### src/io_ports_params.svh
`ifndef IO_PORTS_PARAMS_SVH
`define IO_PORTS_PARAMS_SVH

// Oscillator and state timing.
`define OSC_DIV           3
`define STRONG_PULLUP_NS  500
`define SYS_CLK_PERIOD_NS 10
`define STRONG_PULLUP_CYC ((`STRONG_PULLUP_NS + `SYS_CLK_PERIOD_NS - 1) / `SYS_CLK_PERIOD_NS)
`define STATE_DIV_CYC     (`STRONG_PULLUP_CYC / `OSC_DIV)
// Strobe length in states and reset value of the quasi port latches.
`define STROBE_STATES     3
`define PORT_LATCH_RESET  8'hFF

`endif

### src/io_ports_pkg.sv
package io_ports_pkg;

	typedef enum logic [2:0] {
		OP_NONE,
		OP_PORT_WRITE,
		OP_PORT_AND,
		OP_PORT_OR,
		OP_PORT_READ,
		OP_STATIC_BUS_WRITE,
		OP_STATIC_BUS_READ,
		OP_EXT_DATA_MOVE
	} port_op_type;

	typedef struct packed {
		port_op_type op;
		logic        port_sel;
		logic        move_write;
		logic [7:0]  operand;
	} port_cmd_type;

	typedef struct packed {
		logic [7:0] data_out;
		logic [7:0] data_oe;
		logic [7:0] strong_pu;
	} quasi_pins_type;

	typedef enum {
		BUS_IDLE,
		BUS_WRITE,
		BUS_READ
	} bus_state_type;

endpackage

### src/mcu_io_ports.sv
`include "io_ports_params.svh"

module mcu_io_ports
	import io_ports_pkg::*;
#(
	parameter int STATE_DIV    = `STATE_DIV_CYC,
	parameter int STROBE_STATE = `STROBE_STATES
) (
	// Clock and reset.
	input  wire logic           i_sys_clk,
	input  wire logic           i_rst_n,
	// Core command port.
	input  wire logic           i_cmd_valid,
	input  wire port_cmd_type   i_cmd,
	output logic                o_cmd_done,
	output logic [7:0]          o_rd_data,
	// Quasi-bidirectional port pins.
	input  wire logic [7:0]     i_p1_pin,
	input  wire logic [7:0]     i_p2_pin,
	output quasi_pins_type      o_p1,
	output quasi_pins_type      o_p2,
	// Data bus and strobes.
	input  wire logic [7:0]     i_bus_pin,
	output logic [7:0]          o_bus_data,
	output logic [7:0]          o_bus_oe,
	output logic                o_rd_n,
	output logic                o_wr_n
);

	// Three-flop input synchronisers; a change counts once stages two and three agree.
	logic [7:0] p1_s1, p1_s2, p1_s3, p1_live;
	logic [7:0] p2_s1, p2_s2, p2_s3, p2_live;
	logic [7:0] bus_s1, bus_s2, bus_s3, bus_live;
	logic [7:0] next_p1_live, next_p2_live, next_bus_live;

	always_comb begin
		next_p1_live  = (p1_s2 == p1_s3) ? p1_s3 : p1_live;
		next_p2_live  = (p2_s2 == p2_s3) ? p2_s3 : p2_live;
		next_bus_live = (bus_s2 == bus_s3) ? bus_s3 : bus_live;
	end

	always_ff @(posedge i_sys_clk) begin
		p1_s1    <= i_p1_pin;
		p1_s2    <= p1_s1;
		p1_s3    <= p1_s2;
		p2_s1    <= i_p2_pin;
		p2_s2    <= p2_s1;
		p2_s3    <= p2_s2;
		bus_s1   <= i_bus_pin;
		bus_s2   <= bus_s1;
		bus_s3   <= bus_s2;
		p1_live  <= next_p1_live;
		p2_live  <= next_p2_live;
		bus_live <= next_bus_live;
	end

	// State clock enable, one pulse per state.
	logic [15:0] div_cnt, next_div_cnt;
	logic        state_tick, next_state_tick;

	always_comb begin
		next_state_tick = 1'b0;
		next_div_cnt    = div_cnt + 16'h0001;
		if (div_cnt == 16'(STATE_DIV * `OSC_DIV - 1)) begin
			next_div_cnt    = 16'h0000;
			next_state_tick = 1'b1;
		end
	end

	always_ff @(posedge i_sys_clk) begin
		if (!i_rst_n) begin
			div_cnt    <= 16'h0000;
			state_tick <= 1'b0;
		end else begin
			div_cnt    <= next_div_cnt;
			state_tick <= next_state_tick;
		end
	end

	// Quasi port latches and strong pull-up pulses.
	logic [7:0] p1_latch, p2_latch, next_p1_latch, next_p2_latch;
	logic [7:0] p1_pu, p2_pu, next_p1_pu, next_p2_pu;
	logic [1:0] pu_age, next_pu_age;
	logic       quasi_cmd;
	logic [7:0] cur_latch, cur_live, new_val;

	always_comb begin
		quasi_cmd = i_cmd_valid && (i_cmd.op inside {OP_PORT_WRITE, OP_PORT_AND, OP_PORT_OR});
		cur_latch = i_cmd.port_sel ? p2_latch : p1_latch;
		cur_live  = i_cmd.port_sel ? p2_live : p1_live;
		case (i_cmd.op)
			OP_PORT_AND: new_val = cur_live & i_cmd.operand;
			OP_PORT_OR:  new_val = cur_live | i_cmd.operand;
			default:     new_val = i_cmd.operand;
		endcase
		next_p1_latch = p1_latch;
		next_p2_latch = p2_latch;
		next_p1_pu    = p1_pu;
		next_p2_pu    = p2_pu;
		next_pu_age   = pu_age;
		// The pulse spans the rest of this state and one full state after it.
		if (state_tick && pu_age != 2'd0) begin
			next_pu_age = pu_age - 2'd1;
			if (pu_age == 2'd1) begin
				next_p1_pu = 8'h00;
				next_p2_pu = 8'h00;
			end
		end
		if (quasi_cmd) begin
			// Each bit is its own latch, so pins mix input and output freely.
			// A bit written low drops its pull-up at once, so it never fights the low drive.
			if (i_cmd.port_sel) begin
				next_p2_latch = new_val;
				next_p2_pu    = (next_p2_pu & new_val) | (new_val & ~p2_latch);
			end else begin
				next_p1_latch = new_val;
				next_p1_pu    = (next_p1_pu & new_val) | (new_val & ~p1_latch);
			end
			if ((new_val & ~cur_latch) != 8'h00) begin
				next_pu_age = 2'd2;
			end
		end
	end

	always_ff @(posedge i_sys_clk) begin
		if (!i_rst_n) begin
			p1_latch <= `PORT_LATCH_RESET;
			p2_latch <= `PORT_LATCH_RESET;
			p1_pu    <= 8'h00;
			p2_pu    <= 8'h00;
			pu_age   <= 2'd0;
		end else begin
			p1_latch <= next_p1_latch;
			p2_latch <= next_p2_latch;
			p1_pu    <= next_p1_pu;
			p2_pu    <= next_p2_pu;
			pu_age   <= next_pu_age;
		end
	end

	// Data bus sequencer.
	bus_state_type bus_state, next_bus_state;
	logic [7:0]    bus_latch, next_bus_latch;
	logic [3:0]    bus_cnt, next_bus_cnt;
	logic          done, next_done;
	logic [7:0]    rd_data, next_rd_data;
	logic          bus_cmd;

	always_comb begin
		bus_cmd        = i_cmd_valid && (i_cmd.op inside {OP_STATIC_BUS_WRITE,
			OP_STATIC_BUS_READ, OP_EXT_DATA_MOVE});
		next_bus_state = bus_state;
		next_bus_latch = bus_latch;
		next_bus_cnt   = bus_cnt;
		next_done      = 1'b0;
		next_rd_data   = rd_data;
		case (bus_state)
			BUS_IDLE: begin
				if (i_cmd_valid && i_cmd.op == OP_PORT_READ) begin
					next_rd_data = i_cmd.port_sel ? p2_live : p1_live;
					next_done    = 1'b1;
				end else if (quasi_cmd) begin
					next_done = 1'b1;
				end else if (bus_cmd) begin
					next_bus_cnt = 4'(STROBE_STATE);
					if (i_cmd.op == OP_STATIC_BUS_WRITE ||
						(i_cmd.op == OP_EXT_DATA_MOVE && i_cmd.move_write)) begin
						next_bus_latch = i_cmd.operand;
						next_bus_state = BUS_WRITE;
					end else begin
						next_bus_state = BUS_READ;
					end
				end
			end
			BUS_WRITE, BUS_READ: begin
				if (state_tick) begin
					next_bus_cnt = bus_cnt - 4'd1;
					if (bus_cnt == 4'd1) begin
						// Sample in the last cycle the read strobe is still low.
						if (bus_state == BUS_READ) begin
							next_rd_data = bus_live;
						end
						next_done      = 1'b1;
						next_bus_state = BUS_IDLE;
					end
				end
			end
			default: next_bus_state = BUS_IDLE;
		endcase
	end

	always_ff @(posedge i_sys_clk) begin
		if (!i_rst_n) begin
			bus_state <= BUS_IDLE;
			bus_latch <= 8'h00;
			bus_cnt   <= 4'h0;
			done      <= 1'b0;
			rd_data   <= 8'h00;
		end else begin
			bus_state <= next_bus_state;
			bus_latch <= next_bus_latch;
			bus_cnt   <= next_bus_cnt;
			done      <= next_done;
			rd_data   <= next_rd_data;
		end
	end

	// Registered pin outputs.
	logic          next_rd_n, next_wr_n;
	logic [7:0]    next_bus_oe;
	quasi_pins_type next_p1, next_p2;

	always_comb begin
		// All bus pins share one enable and float outside a write.
		next_bus_oe = (next_bus_state == BUS_WRITE) ? 8'hFF : 8'h00;
		next_wr_n   = (next_bus_state != BUS_WRITE);
		next_rd_n   = (next_bus_state != BUS_READ);
		// A one is left to the weak pull-up; only zeros are driven.
		next_p1.data_out  = next_p1_latch;
		next_p1.data_oe   = ~next_p1_latch;
		next_p1.strong_pu = next_p1_pu;
		next_p2.data_out  = next_p2_latch;
		next_p2.data_oe   = ~next_p2_latch;
		next_p2.strong_pu = next_p2_pu;
	end

	always_ff @(posedge i_sys_clk) begin
		if (!i_rst_n) begin
			o_bus_oe   <= 8'h00;
			o_bus_data <= 8'h00;
			o_wr_n     <= 1'b1;
			o_rd_n     <= 1'b1;
			o_p1       <= '{data_out: `PORT_LATCH_RESET, data_oe: 8'h00, strong_pu: 8'h00};
			o_p2       <= '{data_out: `PORT_LATCH_RESET, data_oe: 8'h00, strong_pu: 8'h00};
			o_cmd_done <= 1'b0;
			o_rd_data  <= 8'h00;
		end else begin
			o_bus_oe   <= next_bus_oe;
			o_bus_data <= next_bus_latch;
			o_wr_n     <= next_wr_n;
			o_rd_n     <= next_rd_n;
			o_p1       <= next_p1;
			o_p2       <= next_p2;
			o_cmd_done <= next_done;
			o_rd_data  <= next_rd_data;
		end
	end

endmodule

### config.mk
export PLATFORM = sky130hd
export DESIGN_NAME = mcu_io_ports
export DESIGN_NICKNAME = d
export VERILOG_FILES = /design/src/io_ports_pkg.sv /design/src/mcu_io_ports.sv
export VERILOG_INCLUDE_DIRS = /design/src /design/src/src
export SDC_FILE = /design/constraint.sdc
export NUM_CORES = 1
export LEC_CHECK = 0
export ABC_AREA = 1
export BUFFER_PORTS_ARGS = -buffer_cell sky130_fd_sc_hd__buf_2
export CAP_MARGIN = 20
export CORE_UTILIZATION = 40
export DETAILED_ROUTE_END_ITERATION = 10
export PLACE_DENSITY_LB_ADDON = 0.08
export SLEW_MARGIN = 20
export SYNTH_ARGS = -nofsm -noshare
export SYNTH_HDL_FRONTEND = slang
export SYNTH_SLANG_ARGS = --single-unit
### constraint.sdc
create_clock -name i_sys_clk -period 3.42 [get_ports i_sys_clk]
set_input_delay 0.684 -clock i_sys_clk [delete_from_list [all_inputs] [get_ports i_sys_clk]]
set_output_delay 0.684 -clock i_sys_clk [all_outputs]
set_load 0.03 [all_outputs]
Word level (Yosys, flattened, before mapping)
Index checks and enable logic that the tools add are counted.

storage, ports and cells
  register bits after elaboration = 226
  input port bits = 40
  output and inout port bits = 75
  logic and storage cells = 134

cells by class
  $add $sub $neg = 3
  equal/unequal tests = 26
  muxes and demuxes = 42
  bitwise logic cells = 17
  reduce and logical (&&, ||, !) cells = 17

operator list
  kind                                                                     number
  32-bit two-way mux                                                       5
  8-bit two-way mux                                                        19
  32-bit by 2-bit equality test with 1-bit output (second input constant)  2
  32-bit one-hot mux with 2 select lines                                   1
  8-bit AND                                                                6
  8-bit NOT                                                                5
  32-bit by 1-bit equality test with 1-bit output (second input constant)  1
  32-bit by 3-bit equality test with 1-bit output (second input constant)  1
  32-bit logical NOT                                                       1
  32-bit by 2-bit != test with 1-bit output (second input constant)        1
  32-bit by 3-bit != test with 1-bit output (second input constant)        1
  8-bit one-hot mux with 2 select lines                                    2
  8-bit equality test                                                      3
  8-bit OR                                                                 3
  16-bit by 1-bit adder with 16-bit output (second input constant)         1
  16-bit by 6-bit equality test with 1-bit output (second input constant)  1
  4-bit two-way mux                                                        4
  5-bit AND reduction                                                      3
  2-bit != test (second input constant)                                    7
  3-bit equality test (second input constant)                              4
  2-bit two-way mux                                                        4
  4-bit one-hot mux with 2 select lines                                    1
  8-bit nonzero test                                                       1
  3-bit by 2-bit equality test with 1-bit output (second input constant)   2
  13 further kinds                                                         26

Longest topological paths before layout
Gate-level depths: netlist of the first run.

  depth in word-level cells = 10
  depth in mapped cells = 13
  gate-level depth less buffers = 12

Worst setup path after synthesis of the first run
Ideal clock, no wire load.

  kind = flip-flop to flip-flop
  start = reg bus_s3[1]
  end = reg bus_live[0] (enable)
  setup time = 0.419 ns
  arrival time = 2.045 ns
  required time = 3.001 ns
  slack = 0.955 ns
  cell stages (with the launch flop) = 3
  buffers on the path = 0
  period minus slack after synthesis = 2.465 ns
  cells stage by stage = dfxtp_1 > or2_2 > a2111oi_0

on the way
  cells in the longest elaborated chain, start to end = 1

ends and longest elaborated chain
  what                    line                RTL
  from (decl)             mcu_io_ports.sv:33  logic [7:0] bus_s1, bus_s2, bus_s3, bus_live;
  from (signal assigned)  mcu_io_ports.sv:51  bus_s3 <= bus_s2;
  8-bit equality test     mcu_io_ports.sv:39  next_bus_live = (bus_s2 == bus_s3) ? bus_s3 : bus_live;
  to (signal assigned)    mcu_io_ports.sv:54  bus_live <= next_bus_live;
  to (decl)               mcu_io_ports.sv:33

No other way between the ends.
A chain may end at the register's enable or synchronous reset.

Worst setup path after layout of the first run
  start = in i_cmd[9] (netlist bit)
  end = reg pu_age[1]

on the way
  cells in the longest elaborated chain, start to end = 7
  elaborated cells on any way between the ends = 10
  classes of those cells = mux (5); bitwise (4); reduce/logical (1)

ends and longest elaborated chain
  what                                   line                                    RTL
  from (decl)                            mcu_io_ports.sv:14                      input wire port_cmd_type i_cmd,
  8-bit two-way mux                      mcu_io_ports.sv:90                      cur_live = i_cmd.port_sel ? p2_live : p1_live;
  8-bit OR or 8-bit AND (tied branches)  mcu_io_ports.sv:93, mcu_io_ports.sv:92
  8-bit one-hot mux with 2 select lines  mcu_io_ports.sv:91                      case (i_cmd.op)
  8-bit AND (*)                          mcu_io_ports.sv:119                     if ((new_val & ~cur_latch) != 8'h00) begin
  8-bit nonzero test (*)                 mcu_io_ports.sv:119
  2-bit two-way mux (*)                  mcu_io_ports.sv:119
  2-bit two-way mux (*)                  mcu_io_ports.sv:109                     if (quasi_cmd) begin
  to (signal assigned)                   mcu_io_ports.sv:137                     pu_age <= next_pu_age;
  to (decl)                              mcu_io_ports.sv:83                      logic [1:0] pu_age, next_pu_age;

Mark *: on every way between the ends. The rest lies on a longest branch, timed or not.

==> flow_summary_export.csv, run 1 <==
group,metric,value,unit
global_route,first_global_vias,4922,
worst_setup_path,cp.arrival,2.30,ns
job,max_cap_viol_count,0,
synth,yosysTopAreaCellShare,51.86,%
global_route,grt_overflow,0,
global_route,grt_usage,16.15,%
drt,post_drt_wl_per_cell,12.73,µm
synth,yosysWarnings,0,
clocking,htree_levels,1,
worst_hold_path,holdPathStages,1,
worst_setup_path,worstSetupPathType,"in2reg",
outcome,outcome,"complete, but fails checks",
clocking,clkTransAtPathRegs,0.06,ns
worst_setup_path,crit_chain,"buf_2, inv_2, nand2_1, nand2_1, nand3_1, o21ai_0, nand2_1, nand2_1, nor2_1, nand2_1, a21oi_1, nor2_1",
clocking,cts_tree,"done",
outcome,violations,"design-rule violations",
die,core-area,0.01821,mm²
synth,synth_common_cells,"197 x nand2_1, 195 x dfxtp_1, 92 x nor2_1, 83 x inv_1, 40 x o21ai_0",
power_and_ir_drop,combPwrFrac,4.0,%
die,start_util,41.34,%
global_route,grt_max_degree,46,
die,rows,49,
worst_setup_path,crit_path_end_kind,"flop",
synth,synth_most_common_cell,"nand2_1",
drt,finalWirelength,15470,µm
die,die_w,139.2,µm
worst_setup_path,crit_required,3.79,ns
final_layout,finalNetCount,1015,
synth,async_reset_ff_share,0,%
drt,drt_first_pass_iters,10,
drt,vias,5389,
drt,final_antenna_net_count,0,
final_layout,post-route-util,50.03,%
synth,synth_cell_types,39,
synth,synthesis.area,0.007527,mm²
die,io_pins,115,
sta,max_clock_freq,0.5178,GHz
place,dpl.hpwl,11410,µm
sta,fin_worst_skew,0.01358,ns
power_and_ir_drop,power.density,580.3,mW/mm²
sta,hold_viol_final,0,
sta,setup_slack,1.489,ns
final_layout,final-seq-area,0.004624,mm²
sta,finalSetupViolCount,0,
clocking,root_buffer,"clkbuf_16",
power_and_ir_drop,power_switching,1119,µW
drt,post_drt_via_cell_ratio,4.435,
clocking,clk_path_buf_depth,3,
global_route,grt_pass1_wl,24950,µm
global_route,antenna_found_initial,2,
worst_setup_path,cp_max_fo,25,
sta,relSlewSlack,57.40,%
final_layout,area_growth_syn_to_layout,21.03,%
sta,rsz0062_at_grt,"false",
drt,drtIter0Drc,291,
drt,drc,30,
worst_setup_path,critPathMostFrequentCell,"nand2_1",
worst_setup_path,r2r-start,"bus_state[16]$_SDFF_PN0_",
place,dp_slack,1.006,ns
worst_hold_path,min_from,"i_p1_pin[7]",
synth,seq_area_frac_synth,61.44,%
sta,min_period,1.931,ns
synth,synth_edf_count,24,
place,gp_congestion,0.8544,
die,die_h,139.2,µm
sta,slew_viol_final,0,
die,dieArea,0.01937,mm²
place,io_buffers,114,
synth,netlist_instances,820,
worst_hold_path,timing.hold.worst.class,"in2reg",
clocking,postCtsSetupBuffers,0,
synth,ys_ff_latch,219,
synth,avgSynthCellArea,9.180,µm²
sta,tns,0,ns
clocking,cts_hold_buf,0,
worst_hold_path,min_to,"p1_s1[7]$_DFF_P_",
final_layout,drive_above_1_share,20.43,%
power_and_ir_drop,p_int,4168,µW
clocking,cts_buffers,23,
worst_setup_path,r2r_cells,8,
power_and_ir_drop,power_frac_seq,51.3,%
power_and_ir_drop,clockPowerShare,44.6,%
sta,finalCritPeriodShare,56.47,%
power_and_ir_drop,p_leak,0.004096,µW
synth,synthFlopType,"dfxtp_1",
final_layout,multi_input_area,0.002515,mm²
power_and_ir_drop,swShare,21.16,%
worst_setup_path,crit_slowest_cell,"buf_2",
power_and_ir_drop,ir_drop,489.8,µV
final_layout,fillerInstances,1754,
clocking,clock_latency,0.50,ns
synth,netlist.top_cell.by_area,"dfxtp_1",
worst_setup_path,worst_setup_path_start_kind,"input port",
clocking,cts.sinks,219,
worst_setup_path,reg2reg_slack,1.51,ns
synth,yosys-top-cells-area,"dfxtp_1 52%, nand2_1 9.8%, edfxtp_1 9.6%",
sta,worst_pin_slew,0.6375,ns
worst_setup_path,cpPeakStageDelay,0.40,ns
worst_setup_path,r2r_end,"o_bus_data[2]$_SDFFE_PN0P_",
worst_setup_path,startpoint,"i_cmd[9]",
clocking,cts_resized,0,
## worst max-delay path by stage
stage | end | slack (ns)
after detailed placement | pu_age[1]$_SDFF_PN0_ | 1.01
after CTS | o_bus_data[7]$_SDFFE_PN0P_ | 1.48
after global routing | o_bus_data[7]$_SDFFE_PN0P_ | 1.24
after global placement | pu_age[1]$_SDFF_PN0_ | 1.02
final | pu_age[1]$_SDFF_PN0_ | 1.49
after floorplan | bus_live[0]$_DFFE_PN_ | 0.96
## cell type report
cell class	count	share of cell area, %
Antenna cell	2	0.05494
Multi-Input combinational cell	518	27.61
Tap cell	229	3.145
Clock inverter	4	0.3022
Inverter	88	3.653
Clock buffer	35	7.719
Timing Repair Buffer	120	6.757
Sequential cell	219	50.76
## power groups by stage
stage                     combinational, µW  clock, µW  sequential, µW
after floorplan                         124          0            2790
after global placement                  214          0            2770
after detailed placement                214          0            2770
after CTS                               215       2450            2710
after global routing                    240       2550            2720
final                                   214       2360            2710
## state kept, by name, indices dropped and copies added (netlist names), 2 cells and up
signal	count
o_p1	24
div_cnt	16
bus_s1	8
bus_cnt	4
bus_live	8
pu_age	2
p2_s1	8
p2_s2	8
p1_s2	8
p1_live	8
bus_s2	8
p1_s1	8
o_p2	24
o_rd_data	8
o_bus_data	8
p1_s3	8
p2_s3	8
bus_s3	8
p2_live	8
bus_state	32
## routing by layer
metal	part of all wire, %	global-route usage, %
met5	0.084	0
met1	47	21.61
met2	44	25.73
met3	6.3	3.419
met4	2.3	5.906
## cells in the final DEF, fill, tap and decap left out, types with 4 or more instances in the layout
cell,instances
a211oi_1,7
ha_1,5
nor2_1,92
nor3_1,7
o21bai_1,16
nand4_1,12
clkbuf_1,6
a21oi_1,21
xnor2_1,14
inv_1,83
buf_4,6
clkbuf_8,4
nand3_1,16
edfxtp_1,24
buf_2,114
nor2_2,13
dfxtp_1,195
o21ai_0,40
inv_2,4
nand2_1,197
conb_1,30
clkbuf_16,25
or2_2,19
## stage by stage
step / area (µm²) / hold WS (ns) / instances / total power, µW
global placement: 8374 / 0.3102 / 1174 / 2985
detailed placement: 8374 / 0.3121 / 1174 / 2986
global route: 9105 / 0.2633 / 1213 / 5517
CTS: 9105 / 0.2597 / 1213 / 5380
floorplan: 7636 / 0.3096 / 849 / 2910
finish: 9110 / 0.2864 / 1215 / 5287
## critical path: cells and delay by family
| kind | cells | cell delay, ns |
|---|---|---|
| buf+inv | 2 | 0.65 |
| compound gates | 2 | 0.34 |
| simple gates | 8 | 0.63 |
## logic make-up after synthesis
family | after synthesis | synth area share, %
other | 1 | 0.04982
AO/OA/AOI/OAI | 94 | 7.580
adder cells (fa/ha/maj) | 5 | 0.8311
XOR/XNOR | 15 | 1.745
buffers and inverters | 112 | 6.649
AND/OR/NAND/NOR | 374 | 21.71
flip-flops | 219 | 61.44
No activity file was read; power rests on OpenSTA's default activity.
==> run 2, diff against run 1 <==
==> constraint.sdc (replaced) <==
create_clock -name i_sys_clk -period 1.9 [get_ports i_sys_clk]
set_input_delay 0.38 -clock i_sys_clk [delete_from_list [all_inputs] [get_ports i_sys_clk]]
set_output_delay 0.38 -clock i_sys_clk [all_outputs]
set_load 0.03 [all_outputs]
==> flow_summary_export.csv, run 2 (synthesis gave the netlist of run 1 again) <==
group,metric,value,unit
outcome,outcome,"complete, but fails checks",
outcome,violations,"design-rule violations",
worst_setup_path,crit_slowest_cell,"dfxtp_1",
global_route,grt_max_degree,44,
global_route,grt_pass1_wl,24800,µm
worst_setup_path,cpPeakStageDelay,0.35,ns
final_layout,layoutNonFillerInstCount,1250,
final_layout,layout_common_cells,"197 x nand2_1, 195 x dfxtp_1, 114 x buf_2, 92 x nor2_1, 83 x inv_1",
global_route,grt_usage,15.95,%
worst_hold_path,timing.hold.worst.class,"in2reg",
worst_hold_path,min_to,"o_bus_data[4]$_SDFFE_PN0P_",
worst_setup_path,startpoint,"div_cnt[0]$_SDFF_PP0_",
sta,relSlewSlack,66.95,%
worst_setup_path,crit_required,2.28,ns
sta,finalSetupViolCount,0,
worst_hold_path,min_from,"i_cmd[4]",
power_and_ir_drop,fin_total_pwr,9884,µW
worst_setup_path,reg2reg_slack,0.17,ns
drt,vias,5458,
worst_setup_path,cp_max_fo,4,
sta,worst_pin_slew,0.4906,ns
drt,post_drt_wl_per_cell,12.31,µm
sta,hold_viol_final,0,
clocking,cts.sinks,219,
worst_setup_path,r2r_end,"div_cnt[14]$_SDFF_PP0_",
worst_setup_path,path_delay_family,"simple AND/OR/NAND/NOR gates",
global_route,first_global_vias,5059,
place,gp_congestion,0.8085,
worst_setup_path,worstSetupPathType,"reg2reg",
final_layout,top_register,"bus_state",
global_route,grt_overflow,0,
clocking,clock_latency,0.50,ns
worst_setup_path,worst-path-stages,10,
final_layout,largest_reg_flops,32,
clocking,cts_tree,"done",
worst_setup_path,critPathMostFrequentCell,"nand2_1",
drt,drc,30,
drt,final_antenna_net_count,0,
die,dieArea,0.01937,mm²
power_and_ir_drop,p_leak,0.004286,µW
final_layout,finalNetCount,1049,
worst_setup_path,r2r_cells,10,
worst_hold_path,holdPathStages,3,
place,dpl.hpwl,11190,µm
final_layout,fillerInstances,1750,
die,rows,49,
final_layout,post-route-util,52.33,%
die,io_pins,115,
drt,post_drt_via_cell_ratio,4.366,
place,io_buffers,114,
final_layout,final_common_cell,"nand2_1",
final_layout,area_growth_syn_to_layout,26.58,%
sta,finalCritPeriodShare,91.02,%
drt,finalWirelength,15390,µm
sta,tns,0,ns
worst_setup_path,crit_chain,"ha_1, nand2_1, nor2_1, inv_1, nor3_2, nand2_1, nor2_2, nand2_1, o21ai_0, a21oi_1",
die,core-area,0.01821,mm²
die,die_h,139.2,µm
final_layout,drive_above_1_share,21.27,%
die,start_util,41.34,%
worst_setup_path,r2r-start,"div_cnt[0]$_SDFF_PP0_",
clocking,htree_levels,1,
worst_setup_path,crit_path_end_kind,"flop",
worst_setup_path,cp.arrival,2.11,ns
sta,max_clock_freq,0.5783,GHz
sta,fin_worst_skew,0.006268,ns
clocking,clk_path_buf_depth,3,
worst_setup_path,crit_buf_inv,1,
drt,drt_first_pass_iters,8,
clocking,clkTransAtPathRegs,0.06,ns
sta,min_period,1.729,ns
global_route,antenna_found_initial,1,
power_and_ir_drop,power.density,1037,mW/mm²
sta,slew_viol_final,0,
power_and_ir_drop,ir_drop,781.2,µV
place,dp.cells,1185,
drt,drtIter0Drc,309,
die,die_w,139.2,µm
clocking,postCtsSetupBuffers,0,
final_layout,reg.largest.list,"bus_state x32, o_p1 x24, o_p2 x24",
worst_setup_path,worst_setup_path_start_kind,"flop",
clocking,cts_buffers,22,
job,max_cap_viol_count,0,
clocking,root_buffer,"clkbuf_16",
sta,rsz0062_at_grt,"false",
[run 2: worst max-delay path by stage]
| stage | end | slack (ns) |
|---|---|---|
| floorplan | bus_live[0]$_DFFE_PN_ | 0.17 |
| global placement | pu_age[1]$_SDFF_PN0_ | 0.04 |
| detailed placement | pu_age[1]$_SDFF_PN0_ | -0.03 |
| CTS | div_cnt[14]$_SDFF_PP0_ | 0.14 |
| global route | o_rd_n$_SDFF_PN1_ | 0.006 |
| finish | div_cnt[14]$_SDFF_PP0_ | 0.17 |
[run 2: power by group]
part / leakage [µW] / switching (µW) / internal (µW)
clock: 0.000387 / 1700 / 2860
combinational: 0.00207 / 266 / 178
sequential: 0.00183 / 66.0 / 4820
total: 0.00429 / 2030 / 7850
[run 2: what timing repair did]
item                                   in CTS  in global routing
setup endpoints to repair                   0                  1
endpoints found under the hold margin      24                  0
resized for setup                           0                  1
hold buffers                               24                  0
[run 2: final cells by class]
cell class | count | area, µm² | share of cell area [%]
Antenna cell | 1 | 2.502 | 0.02626
Clock buffer | 34 | 676.9 | 7.104
Clock inverter | 6 | 106.4 | 1.116
Inverter | 88 | 332.8 | 3.493
Multi-Input combinational cell | 518 | 2535 | 26.61
Sequential cell | 219 | 4624 | 48.54
Tap cell | 229 | 286.5 | 3.007
Timing Repair Buffer | 155 | 963.4 | 10.11
[run 2: per-stage QoR]
step	setup slack, ns	instance area, µm²	hold WS [ns]
after floorplan	0.1738	7655	0.3096
after global placement	0.04292	8497	0.3106
after detailed placement	-0.03216	8497	0.3121
after CTS	0.1371	9520	0.1711
after global routing	0.006199	9525	0.1987
final	0.1707	9528	0.1851
[run 2: layer usage]
layer	GRT usage (%)	vias up	share of wire, %
li1	-	2934	-
met1	21.46	2355	48
met2	25.31	139	43
met3	3.557	30	6.2
met4	5.497	0	2.7
met5	0	-	0
[run 2: worst reg2reg max path, cell delays in order, from the launching register on]
cell and delay, ns:
dfxtp_1 0.35, ha_1 0.18, nand2_1 0.07, nor2_1 0.17, inv_1 0.12, nor3_2 0.16, nand2_1 0.10, nor2_2 0.12
nand2_1 0.10, o21ai_0 0.17, a21oi_1 0.08
